<file path="config.mk">
export PLATFORM = sky130hd
export DESIGN_NAME = bev_regs
export DESIGN_NICKNAME = d
export VERILOG_FILES = /design/src/bev_pkg.sv /design/src/bev_regs.sv
export SDC_FILE = /design/constraint.sdc
export NUM_CORES = 1
export LEC_CHECK = 0
export BUFFER_PORTS_ARGS = -buffer_cell sky130_fd_sc_hd__buf_2
export CORE_MARGIN = 4
export CORE_UTILIZATION = 50
export CTS_BUF_LIST = sky130_fd_sc_hd__clkbuf_4
export DETAILED_ROUTE_END_ITERATION = 7
export HOLD_SLACK_MARGIN = 0.03
export PLACE_DENSITY = 0.76
export SYNTH_ARGS = -nofsm -noshare
export SYNTH_HDL_FRONTEND = slang
export SYNTH_SLANG_ARGS = --single-unit
</file>
<file path="constraint.sdc">
create_clock -name ref_clk_i -period 5.1 [get_ports ref_clk_i]
set_clock_uncertainty 0.2 [all_clocks]
set_input_delay 1.02 -clock ref_clk_i [delete_from_list [all_inputs] [get_ports ref_clk_i]]
set_output_delay 1.02 -clock ref_clk_i [all_outputs]
set_load 0.01 [all_outputs]
</file>
<file path="src/bev_pkg.sv">
// Constants and carrier types for the bridge error log and VC capability bank.
// Assumes a 40 MHz core clock and dword-aligned extended configuration accesses.
package bev_pkg;

   // Extended configuration byte offsets
   localparam logic [11:0] OFS_LOG_W0 = 12'h13c;
   localparam logic [11:0] OFS_LOG_W1 = 12'h140;
   localparam logic [11:0] OFS_LOG_W2 = 12'h144;
   localparam logic [11:0] OFS_LOG_W3 = 12'h148;
   localparam logic [11:0] OFS_VC_ID = 12'h150;
   localparam logic [11:0] OFS_NEXT_VER = 12'h152;
   localparam logic [11:0] OFS_PVC_ONE = 12'h154;

   // Fixed field values
   localparam logic [15:0] VC_ID_VAL = 16'h0002;
   localparam logic [11:0] NEXT_PTR_VAL = 12'h000;
   localparam logic [3:0] CAP_VER_VAL = 4'h1;
   localparam logic [1:0] TABLE_SIZE_VAL = 2'h2;
   localparam logic [1:0] REF_CLK_VAL = 2'h0;
   localparam logic [2:0] LOW_PRIO_NORMAL = 3'h1;
   localparam logic [2:0] LOW_PRIO_STRICT = 3'h0;
   localparam logic [2:0] EXTENDED_CHANNEL_COUNT_VAL = 3'h1;

   // Field positions in the 128-bit log
   localparam int LOG_LOWER_CMD_LSB = 36;
   localparam int LOG_UPPER_CMD_LSB = 40;
   localparam int LOG_ADDR_LO_LSB = 64;
   localparam int LOG_ADDR_HI_LSB = 96;
   localparam logic [127:0] LOG_RESET = 128'h0;

   // Arbitration time base
   localparam int ARB_TIMER_NS = 100;
   localparam int CLK_PERIOD_NS = 25;
   localparam int ARB_TICK_CYCLES = ARB_TIMER_NS / CLK_PERIOD_NS;

   typedef struct packed {
      logic dual_addr;
      logic [3:0] cmd_second;
      logic [3:0] cmd_first;
      logic [31:0] addr_second;
      logic [31:0] addr_first;
   } bev_err_t;

   typedef struct packed {
      logic rd;
      logic wr;
      logic [11:0] addr;
      logic [31:0] wdata;
   } bev_cfg_req_t;

endpackage : bev_pkg

</file>
<file path="src/bev_regs.sv">
// Error header log and VC capability registers of the bridge, with the
// upstream VC arbiter that the strict priority enable steers.
// Assumes configuration requests, error events and arbiter requests come from
// logic on ref_clk_i; the link and global reset pins are asynchronous.
module bev_regs
(
   input wire logic ref_clk_i,
   input wire logic rstn_i,
   input wire logic link_reset_n_i,
   input wire logic global_reset_input_n_i,
   input wire bev_pkg::bev_cfg_req_t cfg_req_i,
   input wire logic err_log_i,
   input wire bev_pkg::bev_err_t err_i,
   input wire logic strict_prio_en_i,
   input wire logic vc0_req_i,
   input wire logic ext_vc_req_i,
   output logic cfg_ack_o,
   output logic [31:0] cfg_rdata_o,
   output logic vc0_gnt_o,
   output logic ext_vc_gnt_o,
   output logic arb_tick_o
);

   ////////////////////////////////////////////////////////////////////////////////
   // Dword match of a byte offset; both 16-bit registers share the 150h dword
   function automatic logic dword_hit(input logic [11:0] addr, input logic [11:0] ofs);
      dword_hit = (addr[11:2] == ofs[11:2]);
   endfunction : dword_hit

   ////////////////////////////////////////////////////////////////////////////////
   // Reset synchronisers
   logic rst_meta_reg;
   logic rst_n;
   logic [1:0] link_sync_reg;
   logic [1:0] glob_sync_reg;
   logic log_clear;

   always_ff @(posedge ref_clk_i or negedge rstn_i)
   begin
      if (!rstn_i)
      begin
         rst_meta_reg <= 1'b0;
         rst_n <= 1'b0;
      end
      else
      begin
         rst_meta_reg <= 1'b1;
         rst_n <= rst_meta_reg;
      end
   end

   always_ff @(posedge ref_clk_i or negedge rst_n)
   begin
      if (!rst_n)
      begin
         link_sync_reg <= 2'h3;
         glob_sync_reg <= 2'h3;
      end
      else
      begin
         link_sync_reg <= {link_sync_reg[0], link_reset_n_i};
         glob_sync_reg <= {glob_sync_reg[0], global_reset_input_n_i};
      end
   end

   assign log_clear = !link_sync_reg[1] || !glob_sync_reg[1];

   ////////////////////////////////////////////////////////////////////////////////
   // Secondary error header log
   logic [127:0] log_reg;
   logic [127:0] log_next;

   always_comb
   begin
      log_next = bev_pkg::LOG_RESET;
      log_next[bev_pkg::LOG_ADDR_LO_LSB +: 32] = err_i.addr_first;
      log_next[bev_pkg::LOG_ADDR_HI_LSB +: 32] = err_i.dual_addr ? err_i.addr_second : 32'h0;
      log_next[bev_pkg::LOG_UPPER_CMD_LSB +: 4] = err_i.dual_addr ? err_i.cmd_second : 4'h0;
      log_next[bev_pkg::LOG_LOWER_CMD_LSB +: 4] = err_i.cmd_first;
   end

   // Reset wins over a capture in the same cycle: the log must come up clean
   always_ff @(posedge ref_clk_i or negedge rst_n)
   begin
      if (!rst_n)
         log_reg <= bev_pkg::LOG_RESET;
      else if (log_clear)
         log_reg <= bev_pkg::LOG_RESET;
      else if (err_log_i)
         log_reg <= log_next;
   end

   ////////////////////////////////////////////////////////////////////////////////
   // Read mux
   logic [31:0] pvc_one;
   logic [31:0] rd_value;

   always_comb
   begin
      pvc_one = 32'h0;
      pvc_one[11:10] = bev_pkg::TABLE_SIZE_VAL;
      pvc_one[9:8] = bev_pkg::REF_CLK_VAL;
      pvc_one[6:4] = strict_prio_en_i ? bev_pkg::LOW_PRIO_STRICT : bev_pkg::LOW_PRIO_NORMAL;
      pvc_one[2:0] = bev_pkg::EXTENDED_CHANNEL_COUNT_VAL;
   end

   always_comb
   begin
      rd_value = 32'h0;
      if (dword_hit(cfg_req_i.addr, bev_pkg::OFS_LOG_W0))
         rd_value = log_reg[31:0];
      else if (dword_hit(cfg_req_i.addr, bev_pkg::OFS_LOG_W1))
         rd_value = log_reg[63:32];
      else if (dword_hit(cfg_req_i.addr, bev_pkg::OFS_LOG_W2))
         rd_value = log_reg[95:64];
      else if (dword_hit(cfg_req_i.addr, bev_pkg::OFS_LOG_W3))
         rd_value = log_reg[127:96];
      else if (dword_hit(cfg_req_i.addr, bev_pkg::OFS_VC_ID))
         rd_value = {bev_pkg::NEXT_PTR_VAL, bev_pkg::CAP_VER_VAL, bev_pkg::VC_ID_VAL};
      else if (dword_hit(cfg_req_i.addr, bev_pkg::OFS_PVC_ONE))
         rd_value = pvc_one;
   end

   always_ff @(posedge ref_clk_i or negedge rst_n)
   begin
      if (!rst_n)
      begin
         cfg_ack_o <= 1'b0;
         cfg_rdata_o <= 32'h0;
      end
      else
      begin
         cfg_ack_o <= cfg_req_i.rd || cfg_req_i.wr;
         cfg_rdata_o <= cfg_req_i.rd ? rd_value : 32'h0;
      end
   end

   ////////////////////////////////////////////////////////////////////////////////
   // Upstream VC arbiter and its 100 ns pacing tick
   localparam int TICK_W = $clog2(bev_pkg::ARB_TICK_CYCLES + 1);
   localparam logic [TICK_W-1:0] TICK_LAST = TICK_W'(bev_pkg::ARB_TICK_CYCLES - 1);
   logic [TICK_W-1:0] tick_cnt_reg;
   logic last_ext_reg;

   always_ff @(posedge ref_clk_i or negedge rst_n)
   begin
      if (!rst_n)
      begin
         tick_cnt_reg <= '0;
         arb_tick_o <= 1'b0;
      end
      else
      begin
         tick_cnt_reg <= (tick_cnt_reg == TICK_LAST) ? '0 : tick_cnt_reg + TICK_W'(1);
         arb_tick_o <= (tick_cnt_reg == TICK_LAST);
      end
   end

   // Round-robin turns change only on a tick, so one VC holds a 100 ns slot
   always_ff @(posedge ref_clk_i or negedge rst_n)
   begin
      if (!rst_n)
      begin
         vc0_gnt_o <= 1'b0;
         ext_vc_gnt_o <= 1'b0;
         last_ext_reg <= 1'b0;
      end
      else if (strict_prio_en_i)
      begin
         ext_vc_gnt_o <= ext_vc_req_i;
         vc0_gnt_o <= vc0_req_i && !ext_vc_req_i;
      end
      else
      begin
         if (ext_vc_req_i && (!vc0_req_i || !last_ext_reg))
         begin
            ext_vc_gnt_o <= 1'b1;
            vc0_gnt_o <= 1'b0;
         end
         else
         begin
            ext_vc_gnt_o <= 1'b0;
            vc0_gnt_o <= vc0_req_i;
         end
         if (arb_tick_o && ext_vc_req_i && vc0_req_i)
            last_ext_reg <= !last_ext_reg;
      end
   end

   ////////////////////////////////////////////////////////////////////////////////
   // Checks
   // Counter wraps before its compare value below two cycles
   if (bev_pkg::ARB_TICK_CYCLES < 2)
   begin : g_tick_too_short
      $error("Arbitration tick needs at least two cycles");
   end
   // A clock that does not divide the timer would drift the slot length
   if (bev_pkg::ARB_TICK_CYCLES * bev_pkg::CLK_PERIOD_NS != bev_pkg::ARB_TIMER_NS)
   begin : g_tick_inexact
      $error("Clock period does not divide the arbitration timer");
   end

   logic rd_w0;
   logic rd_w1;
   logic rd_w2;
   logic rd_w3;
   logic rd_id;
   logic rd_pvc;
   assign rd_w0 = cfg_req_i.rd && dword_hit(cfg_req_i.addr, bev_pkg::OFS_LOG_W0);
   assign rd_w1 = cfg_req_i.rd && dword_hit(cfg_req_i.addr, bev_pkg::OFS_LOG_W1);
   assign rd_w2 = cfg_req_i.rd && dword_hit(cfg_req_i.addr, bev_pkg::OFS_LOG_W2);
   assign rd_w3 = cfg_req_i.rd && dword_hit(cfg_req_i.addr, bev_pkg::OFS_LOG_W3);
   assign rd_id = cfg_req_i.rd && dword_hit(cfg_req_i.addr, bev_pkg::OFS_VC_ID);
   assign rd_pvc = cfg_req_i.rd && dword_hit(cfg_req_i.addr, bev_pkg::OFS_PVC_ONE);
endmodule : bev_regs

</file>
=== After elaboration in Yosys (flattened, before gate mapping) ===
Cells that the tools add are included.

* Bits in registers: 174
* Bits of input ports: 127
* Output and inout port bits: 36
* Word-level logic and storage cells: 52

* Add/sub/neg operators: 1
* Equal/unequal tests: 7
* Multiplexer cells: 17
* Bitwise logic cells: 1
* Reductions and logical operators: 14

{| class="wikitable"
|+ Operator list
! cell !! number
|-
| 128-bit two-way mux || 2
|-
| 32-bit two-way mux || 6
|-
| 10-bit by 7-bit equality test with 1-bit output, second input constant || 6
|-
| 17-bit two-way mux || 1
|-
| 12-bit two-way mux || 1
|-
| 1-bit zero test || 5
|-
| 1-bit two-way mux || 5
|-
| 1-bit logical AND || 4
|-
| 4-bit two-way mux || 1
|-
| 3-bit by 1-bit adder with 3-bit output, second input constant || 1
|-
| 3-bit by 2-bit equality test with 1-bit output, second input constant || 1
|-
| 1-bit logical OR || 3
|-
| 3-bit two-way mux || 1
|-
| 2-bit AND reduction || 1
|-
| 2-bit nonzero test || 1
|-
| 1-bit inverter || 1
|}

=== Logic depth before layout (Yosys ltp) ===
Gate-level depths: netlist of run 1.

* Depth in word-level cells: 8
* Depth in mapped cells: 6
* Mapped depth without buffers: 4

=== Least setup slack after synthesis of run 1 ===
OpenSTA, ideal clock, no wires.

* Path type: in2reg
* Start point: input cfg_req_i[36] (netlist bit)
* End point: register cfg_rdata_o[10]
* Setup time: 0.126 ns
* Arrival time: 2.355 ns
* Setup slack: 2.420 ns
* Stages on the path: 5
* Cells stage by stage: buf_6 or4_4 or3_1 buf_6 o311a_1

* Word-level cells in the longest chain between the ends: 7
* Elaborated cells between the ends (all ways): 11
* Classes of those cells: 5 x eq/ne; 6 x mux

{| class="wikitable"
|+ Ends and longest elaborated chain
! what !! line !! text
|-
| start: declaration || bev_regs.sv:11 || <nowiki>input wire bev_pkg::bev_cfg_req_t cfg_req_i,</nowiki>
|-
| 10-bit by 7-bit equality test with 1-bit output || - ||
|-
| 17-bit two-way mux || bev_regs.sv:118 || <nowiki>else if (dword_hit(cfg_req_i.addr, bev_pkg::OFS_VC_ID))</nowiki>
|-
| 32-bit two-way mux || bev_regs.sv:116 || <nowiki>else if (dword_hit(cfg_req_i.addr, bev_pkg::OFS_LOG_W3))</nowiki>
|-
| 32-bit two-way mux || bev_regs.sv:114 || <nowiki>else if (dword_hit(cfg_req_i.addr, bev_pkg::OFS_LOG_W2))</nowiki>
|-
| 32-bit two-way mux || bev_regs.sv:112 || <nowiki>else if (dword_hit(cfg_req_i.addr, bev_pkg::OFS_LOG_W1))</nowiki>
|-
| 32-bit two-way mux (*) || bev_regs.sv:110 || <nowiki>if (dword_hit(cfg_req_i.addr, bev_pkg::OFS_LOG_W0))</nowiki>
|-
| 32-bit two-way mux (*) || bev_regs.sv:134 || <nowiki>cfg_rdata_o <= cfg_req_i.rd ? rd_value : 32'h0;</nowiki>
|-
| end signal: assignment || bev_regs.sv:134 ||
|-
| end: declaration || bev_regs.sv:18 || <nowiki>output logic [31:0] cfg_rdata_o,</nowiki>
|}

Mark *: on every way between the ends. The rest lies on a longest branch, timed or not.
A chain may end at the register's enable or synchronous reset.

=== Final worst setup path of run 1 ===
* Start point: input cfg_req_i[43] (netlist bit)
* End point: register cfg_rdata_o[0]

* Word-level cells in the longest chain between the ends: 8
* Elaborated cells between the ends (all ways): 13
* Classes of those cells: 6 x eq/ne; 7 x mux

{| class="wikitable"
|+ Ends and longest elaborated chain
! what !! line !! text
|-
| 10-bit by 7-bit equality test with 1-bit output || - ||
|-
| 12-bit two-way mux || bev_regs.sv:120 || <nowiki>else if (dword_hit(cfg_req_i.addr, bev_pkg::OFS_PVC_ONE))</nowiki>
|-
| 17-bit two-way mux || bev_regs.sv:118 ||
|-
| 32-bit two-way mux || bev_regs.sv:116 ||
|-
| 32-bit two-way mux || bev_regs.sv:114 ||
|-
| 32-bit two-way mux || bev_regs.sv:112 ||
|-
| 32-bit two-way mux (*) || bev_regs.sv:110 ||
|-
| 32-bit two-way mux (*) || bev_regs.sv:134 ||
|}

Marked as above.

==> results.cfg, run 1 <==
[pwr]
p_leak_uw = 0.002871
ir_worst_vdd_v = 0.0001370
total_power_uw = 1797
p_per_area_nw_per_um2 = 303.8

[die]
dieArea_um2 = 11550
initial_core_util = 0.5110
core_um2 = 9684
io_pins = 163
die-width_um = 107.5
rows = 36
die_h_um = 107.5

[critical_path]
critPathMaxStageDelay_ns = 0.67
startpoint_type = input pin
cp_slowest_cell = a21o_1
cp_max_fo = 22
cp-end-kind = flop
path_buf_inv = 1
critical_path.cell_chain = buf_2, or4b_2, o31ai_1, a21o_1, and3b_1
required_ns = 5.30
worst-setup-path-type = in2reg
crit_family = compound AO/OA/AOI/OAI gates
worst_ep_arrival_time_ns = 3.13

[job]
max_cap_viol_count = 0

[synth]
synth-seq-cells = 118
synth-async-reset-ratio = 1.000
ys_types = 42
synth_flop_cell = dfrtp_1
syn-cell-area_um2 = 4948
synth_edf_count = 0
ys_seq_area_frac = 0.5977
synth.net_count = 577
yosys_warnings = 0
syn-mean-instance-area_um2 = 11.02
synthCells = 449

[placement]
place_inst = 677
dp_hpwl_mm = 7.537
routabilityCongestion = 0.7890
port_buffers = 128
place_ws_ns = 1.681

[routing]
via_per_inst = 5.351
drt-total-wl_mm = 11.29
drtPass1Iterations = 4
drc_errors = 0
drt-wirelength-per-cell_um = 15.92
vias = 3794
postRouteAntennaNets = 0
drt_iter0_drc = 196

[finish]
drive_gt1_frac = 0.2986
final_common_cell = buf_2
largest_register_ffs = 72
final_cell_mix = 127 x buf_2, 113 x dfrtp_1, 47 x nor2_1
nets = 692
fin_cells = 709
syn2layout_area_growth_pct = 19.54
antennaDiodeCount = 0

[clock_network]
worstSkewPairLatency_ns = 0.51
cts_tree = yes
cts_buffers = 17
h-tree-depth = 4
cts_max_path_buffers = 2
clockRootBuffer = clkbuf_4
cts_setup_buffers = 0
clock-sinks = 118
clk_pin_slew_ns = 0.10

[grt]
grt_pass1_wl_mm = 18.29
grt_max_degree = 109
gr-total-overflow = 0
first_global_vias = 3782
antenna_found_initial = 0
grt_usage = 0.2048

[sta]
rsz0062_at_grt = no
max_freq_mhz = 340.9
setup_tns_ns = 0
final.min_clock_period_ns = 2.933
tightest_slew_ns = 1.203
setup_viol = 0
hold_viol_final = 0
finalCritPeriodShare = 0.5752
layout_setup_ws_ns = 2.167
holdWs_ns = 0.1607
slew_viol_final = 0
relSlewSlack = 0.1983

[run_status]
status = finished clean

[hold_path]
worstHoldPathType = reg2reg
==> what timing repair did <==
| action | in CTS | in global routing |
|---|---|---|
| resized for setup | 0 | 0 |
| hold buffers | 0 | 1 |
| endpoints found under the hold margin | 0 | 2 |
==> stage by stage <==
step | util | area (um^2)
6_report | 0.6109 | 5916
5_1_grt | 0.6109 | 5916
4_1_cts | 0.6098 | 5906
3_5_place_dp | 0.5810 | 5627
3_3_place_gp | 0.5810 | 5627
2_1_floorplan | - | 4949
==> cells in the mapped netlist, types with 2 or more instances <==
cell type  number  area [um^2]
dfstp_2         4        105.1
nor3_1         21        105.1
a2bb2oi_1       6        52.55
buf_4           3        22.52
buf_1           4        15.01
nand2b_1       37        231.5
mux2i_1        36        360.4
a22oi_1        14        105.1
or2_2           2        12.51
buf_6           2        22.52
a21oi_1        38        190.2
o22a_1          2        17.52
a32oi_1         9        78.83
nor2b_1         7        43.79
o311a_1         6        60.06
clkbuf_1       26        97.59
nand2_1        11        41.29
nand3_1        38        190.2
dfrtp_1       114         2853
nor2_1         47        176.4
==> worst paths after layout <==
kind                                   from          endpoint  slack (ns)  cells past startpoint
max                           cfg_req_i[43]    cfg_rdata_o[0]        2.17                      5
min                        glob_sync_reg[0]  glob_sync_reg[1]        0.16                      0
max reg2reg                           rst_n   cfg_rdata_o[31]        3.29                      1
min reg2reg                glob_sync_reg[0]  glob_sync_reg[1]        0.16                      0
max in group asynchronous             rst_n   cfg_rdata_o[31]        3.29                      1
min in group asynchronous             rst_n      log_reg[126]        0.21                      0
==> final cells by class <==
type / count / area (um^2)
clock inverters: 12 / 136.4
inverters: 2 / 7.507
well taps: 133 / 166.4
fillers: 832 / 3769
repair buffers: 132 / 675.6
flip-flops and latches: 118 / 2962
multi-input cells: 293 / 1826
clock buffers: 19 / 142.6
==> cell families after synthesis <==
kind of cell / after synthesis / share of synthesized area
other: 1 / 0.0007578
AOI/OAI and AO/OA: 83 / 0.1140
and+or+nand+nor: 171 / 0.1760
adders and majority gates: 1 / 0.002528
xor gates and xnor gates: 1 / 0.001770
DFF: 118 / 0.5977
muxes: 36 / 0.07282
buffers and inverters: 38 / 0.03438
==> power breakdown <==
group	total, uW	switching [uW]	internal (uW)
sequential	978	19.8	958
combinational	151	85.6	65.6
clock	668	328	340
==> layer usage <==
layer  vias up  routed length (um)  share of wire  track usage
met3        20                 638          0.057      0.05699
met4         0                 207          0.018      0.08115
li1       1816                   -              -            -
met5         -                   0              0            0
met1      1843                4544           0.40       0.2496
met2       115                5897           0.52       0.3446
(Power assumes the default switching activity.)
==> inputs of run 2 (changes only) <==
--- a/config.mk
+++ b/config.mk
@@ -5,6 +5,7 @@
 export SDC_FILE = /design/constraint.sdc
 export NUM_CORES = 1
 export LEC_CHECK = 0
+export ABC_AREA = 1
 export BUFFER_PORTS_ARGS = -buffer_cell sky130_fd_sc_hd__buf_2
 export CORE_MARGIN = 4
 export CORE_UTILIZATION = 50
==> constraint.sdc (replaced) <==
create_clock -name ref_clk_i -period 2.9 [get_ports ref_clk_i]
set_clock_uncertainty 0.2 [all_clocks]
set_input_delay 0.58 -clock ref_clk_i [delete_from_list [all_inputs] [get_ports ref_clk_i]]
set_output_delay 0.58 -clock ref_clk_i [all_outputs]
set_load 0.01 [all_outputs]
==> run 2 against run 1 <==
  * Cell count is 23% higher
  * Wire length is 12% higher
  * Combinational power is 68% higher
  * Clock-buffer cell count stayed put
  * Register-to-register slack worse by 2.2 ns
  * Utilization is 2.0 points higher
  * Flip-flop and latch count stayed put
  * Non-clock buffer count is 8 higher
  * Synthesized cell count is 35% higher
==> results.cfg, run 2 <==
[run_status]
status = finished clean

[pwr]
p_seq_frac = 0.508
clock_power_share = 0.417
internal-power_uw = 2581
p_per_area_nw_per_um2 = 543.3
ir_worst_vdd_v = 0.0003363
p_switching_uw = 817.5
comb_power_share = 0.074
p_leak_uw = 0.003368
switching_share = 0.2406

[synth]
ys_types = 27
syn-cell-area_um2 = 5135
synth-async-reset-ratio = 1.000
synthAdderAreaFrac = 0.002437
synth.most_common_cell = nand2_1
synthXorXnorAreaFrac = 0.001706
synthSimpleGateAreaFrac = 0.2707
netlist_top_cells_count = 177 x nand2_1, 114 x dfrtp_1, 60 x nand3_1
yosysTopAreaCellShare = 0.5556
synth.net_count = 733
yosys_warnings = 0
syn-mean-instance-area_um2 = 8.487
muxShareOfSynthArea = 0
yosysTopAreaCell = dfrtp_1
synth-seq-cells = 118
synth-compound-area-share = 0.08869
synth_edf_count = 0
synth_area_leaders = dfrtp_1 56%, nand2_1 13%, nand3_1 5.8%
synthCells = 605
synth_flop_cell = dfrtp_1
ys_seq_area_frac = 0.5760
synth_top_family_by_area = simple AND/OR/NAND/NOR gates

[critical_path]
cp-end-kind = flop
worst_ep_arrival_time_ns = 2.07
startpoint_type = flop
required_ns = 3.12
cp_max_fo = 51
worst-setup-path-type = reg2reg

[sta]
layout_setup_ws_ns = 1.052
slew_viol_final = 0
rsz0062_at_grt = no
final.min_clock_period_ns = 1.848
finalCritPeriodShare = 0.6371
tightest_slew_ns = 0.7922
setup_viol = 0
max_freq_mhz = 541.3
setup_tns_ns = 0
hold_viol_final = 0
relSlewSlack = 0.4719

[clock_network]
cts_buffers = 17
clk_pin_slew_ns = 0.11
cts_resized = 0
clockRootBuffer = clkbuf_4
h-tree-depth = 4
cts_max_path_buffers = 2
cts_setup_buffers = 0
worstSkewPairLatency_ns = 0.49
cts_tree = yes
clock-sinks = 118

[finish]
final_cell_mix = 177 x nand2_1, 128 x buf_2, 113 x dfrtp_1
antennaDiodeCount = 0
drive_gt1_frac = 0.2527
syn2layout_area_growth_pct = 21.81
final_common_cell = nand2_1
nets = 855
largest_register_ffs = 72

[die]
dieArea_um2 = 11960
rows = 36
core_um2 = 9910
die_h_um = 109.3
io_pins = 163
die-width_um = 109.3
initial_core_util = 0.5182

[routing]
drt_iter0_drc = 314
drc_errors = 0
vias = 4408
drtPass1Iterations = 4
drt-wirelength-per-cell_um = 14.50
postRouteAntennaNets = 0
drt-total-wl_mm = 12.66
via_per_inst = 5.049

[placement]
place_ws_ns = 0.7057
routabilityCongestion = 0.8440
port_buffers = 128
dp_hpwl_mm = 8.310

[grt]
grt_usage = 0.2222
gr-total-overflow = 0
grt_max_degree = 85
grt_pass1_wl_mm = 20.68
first_global_vias = 4305
antenna_found_initial = 0

[hold_path]
worstHoldPathType = in2reg

[job]
max_cap_viol_count = 0
run 2: critical path: stages (launching register included):
cell	delay [ns]
dfstp_2	0.53
nand2_1	0.10
inv_2	0.32
buf_12	0.28
o21ai_0	0.16
a21oi_1	0.17
run 2: per-stage QoR:
stage	hold slack (ns)	util	area, um^2	total power [uW]	std cells
CTS	0.04746	0.6312	6255	3428	873
global route	0.05875	0.6312	6255	3538	873
finish	0.09750	0.6312	6255	3398	873
detailed placement	0.1396	0.5922	5868	2010	837
global placement	0.1398	0.5922	5868	2001	837
floorplan	0.08441	-	5136	1884	605
run 2: metal layers:
| metal | GRT usage | vias up | routed length, um | part of all wire |
|---|---|---|---|---|
| met3 | 0.04404 | 16 | 987 | 0.078 |
| met4 | 0.07480 | 0 | 198 | 0.016 |
| li1 | - | 2170 | - | - |
| met2 | 0.3548 | 189 | 5917 | 0.47 |
| met1 | 0.3060 | 2033 | 5556 | 0.44 |
| met5 | 0 | - | 0 | 0 |
run 2: final cells by class:
class	instances	area, um^2
Clock buffer	19	142.6
Inverter	33	123.9
Multi-Input combinational cell	417	1878
Clock inverter	13	203.9
Tap cell	133	166.4
Fill cell	880	3655
Timing Repair Buffer	140	778.2
Sequential cell	118	2962
run 2: cells by family (layout without fill, tap and decap cells):
group	Yosys count	count (layout)
fa+ha+maj	1	1
flops	118	118
simple gates	324	324
other cells	1	1
buf+inv	70	205
compound gates	90	90
xor+xnor	1	1
run 2: repair_timing:
item | CTS | global route
hold endpoints to repair | 5 | 0
setup endpoints to repair | 0 | 0
hold buffers | 4 | 0
run 2: power groups by stage:
| stage | clock network, uW | logic, uW | registers, uW |
|---|---|---|---|
| 2_1_floorplan | 0 | 117 | 1770 |
| 3_5_place_dp | 0 | 250 | 1760 |
| 5_1_grt | 1510 | 287 | 1740 |
| 6_report | 1420 | 253 | 1730 |
| 4_1_cts | 1440 | 255 | 1730 |
| 3_3_place_gp | 0 | 243 | 1760 |
run 2: worst paths after layout:
path	start	to	slack, ns	cells past startpoint
max	link_sync_reg[1]	log_reg[114]	1.05	5
min	vc0_req_i	vc0_gnt_o	0.1	3
max reg2reg	link_sync_reg[1]	log_reg[114]	1.05	5
min reg2reg	rst_n	cfg_rdata_o[14]	0.14	0
max in group asynchronous	rst_n	log_reg[80]	1.51	1
min in group asynchronous	rst_n	cfg_rdata_o[14]	0.14	0
==> inputs of run 3 (changes only) <==
==> constraint.sdc (replaced) <==
create_clock -name ref_clk_i -period 1.7 [get_ports ref_clk_i]
set_clock_uncertainty 0.2 [all_clocks]
set_input_delay 0.34 -clock ref_clk_i [delete_from_list [all_inputs] [get_ports ref_clk_i]]
set_output_delay 0.34 -clock ref_clk_i [all_outputs]
set_load 0.01 [all_outputs]
==> run 3 against run 2 <==
  * Critical path type is now in2reg
  * Sequential share of layout area fell by 6.6 points
  * Worst setup slack got worse by 0.99 ns
  * Sequential power rose by 70%
  * Critical path depth fell by 1
  * Flip-flop and latch count did not move
  * Combinational power rose to 2.5 times the previous value
==> results.cfg, run 3 (synthesis results as in run 2) <==
[run_status]
status = finished clean

[grt]
met2_usage = 0.4337
gr-total-overflow = 0
antenna_found_initial = 0
grtUsageMet3 = 0.06812
grt_max_degree = 43
grt_util_met1 = 0.3153
first_global_vias = 4981
grt.busiest_layer = met2
grt_usage = 0.2561
grt_pass1_wl_mm = 23.31

[finish]
final_common_cell = nand2_1
fin_cells = 976
largest_register_ffs = 72
syn2layout_area_growth_pct = 41.67
final_cell_mix = 177 x nand2_1, 128 x buf_2, 113 x dfrtp_1
multi_input_area_um2 = 1878
drive_gt1_frac = 0.2491
filler_cell_count = 761
antennaDiodeCount = 0
regArea_um2 = 2962
nets = 958

[critical_path]
startpoint_type = input pin
rrSetupSlack_ns = 0.09
worst-setup-path-type = in2reg
required_ns = 1.88
cp-end-kind = flop
worst_ep_arrival_time_ns = 1.81
cp_max_fo = 1

[sta]
hold_viol_final = 0
max_freq_mhz = 610.8
setup_viol = 0
tightest_slew_ns = 0.9881
final.min_clock_period_ns = 1.637
setup_tns_ns = 0
relSlewSlack = 0.3406
rsz0062_at_grt = no
slew_viol_final = 0
finalCritPeriodShare = 0.9630

[placement]
place_inst = 861
routabilityCongestion = 0.8697
dp_hpwl_mm = 8.796
port_buffers = 128

[pwr]
ir_worst_vdd_v = 0.0007762
total_power_uw = 5671
p_per_area_nw_per_um2 = 779.6
p_leak_uw = 0.003826

[clock_network]
clk_pin_slew_ns = 0.10
cts_setup_buffers = 0
clock-sinks = 118
worstSkewPairLatency_ns = 0.50
cts_buffers = 17
cts_max_path_buffers = 2
clockRootBuffer = clkbuf_4
h-tree-depth = 4
cts_tree = yes
cts_resized = 0
ctsHoldBuffers = 83

[routing]
drt_iter0_drc = 307
drtPass1Iterations = 6
via_per_inst = 5.035
drt-total-wl_mm = 14.31
vias = 4914
postRouteAntennaNets = 0
drc_errors = 0
drt-wirelength-per-cell_um = 14.66

[die]
io_pins = 163
dieArea_um2 = 11960
die_h_um = 109.3
rows = 36
die-width_um = 109.3
initial_core_util = 0.5182
core_um2 = 9910

[hold_path]
worstHoldPathType = reg2async

[job]
max_cap_viol_count = 0
[run 3: final cells by class]
cell class / instances / share of cell area
inverters: 33 / 0.01703
clock buffers: 22 / 0.02270
clock inverters: 10 / 0.01789
well taps: 133 / 0.02288
flip-flops and latches: 118 / 0.4071
repair buffers: 243 / 0.2542
multi-input cells: 417 / 0.2582
[run 3: through the flow]
step / worst slack [ns] / hold WS (ns) / instance area, um^2 / utilization
after global routing: 0.02648 / 0.04605 / 7274 / 0.7341
final: 0.06293 / 0.05612 / 7274 / 0.7341
after global placement: -0.3292 / -0.07514 / 6148 / 0.6205
after detailed placement: -0.3632 / -0.07348 / 6148 / 0.6205
after floorplan: 0.1505 / -0.1556 / 5139 / -
after CTS: 0.07221 / 0.04235 / 7274 / 0.7341
[run 3: final timing paths]
kind | start | end | depth (start not counted)
worst min register to register | rst_n | log_reg[82] | 0
min in group ref_clk_i | err_i[72] | log_reg[125] | 4
max in group asynchronous | rst_n | link_sync_reg[0] | 1
worst max register to register | link_sync_reg[1] | log_reg[114] | 5
worst min-delay path | rst_n | log_reg[82] | 0
worst max-delay path | cfg_req_i[44] | cfg_ack_o | 4
[run 3: power breakdown]
group	switching (uW)	internal [uW]	total [uW]
clock	998	1090	2090
sequential	51.8	2890	2940
combinational	314	329	643
[run 3: critical path, cell delays in order]
cell and delay (ns):
dlygate4sd3_1 0.53, buf_2 0.12, or2_2 0.27, dlygate4sd3_1 0.56
[run 3: layer usage]
layer  routed length, um  up-vias  part of all wire
met5                   0        -                 0
met4                 282        0             0.020
met3                 934       25             0.065
met2                7020      184              0.49
met1                6070     2331              0.42
li1                    -     2374                 -
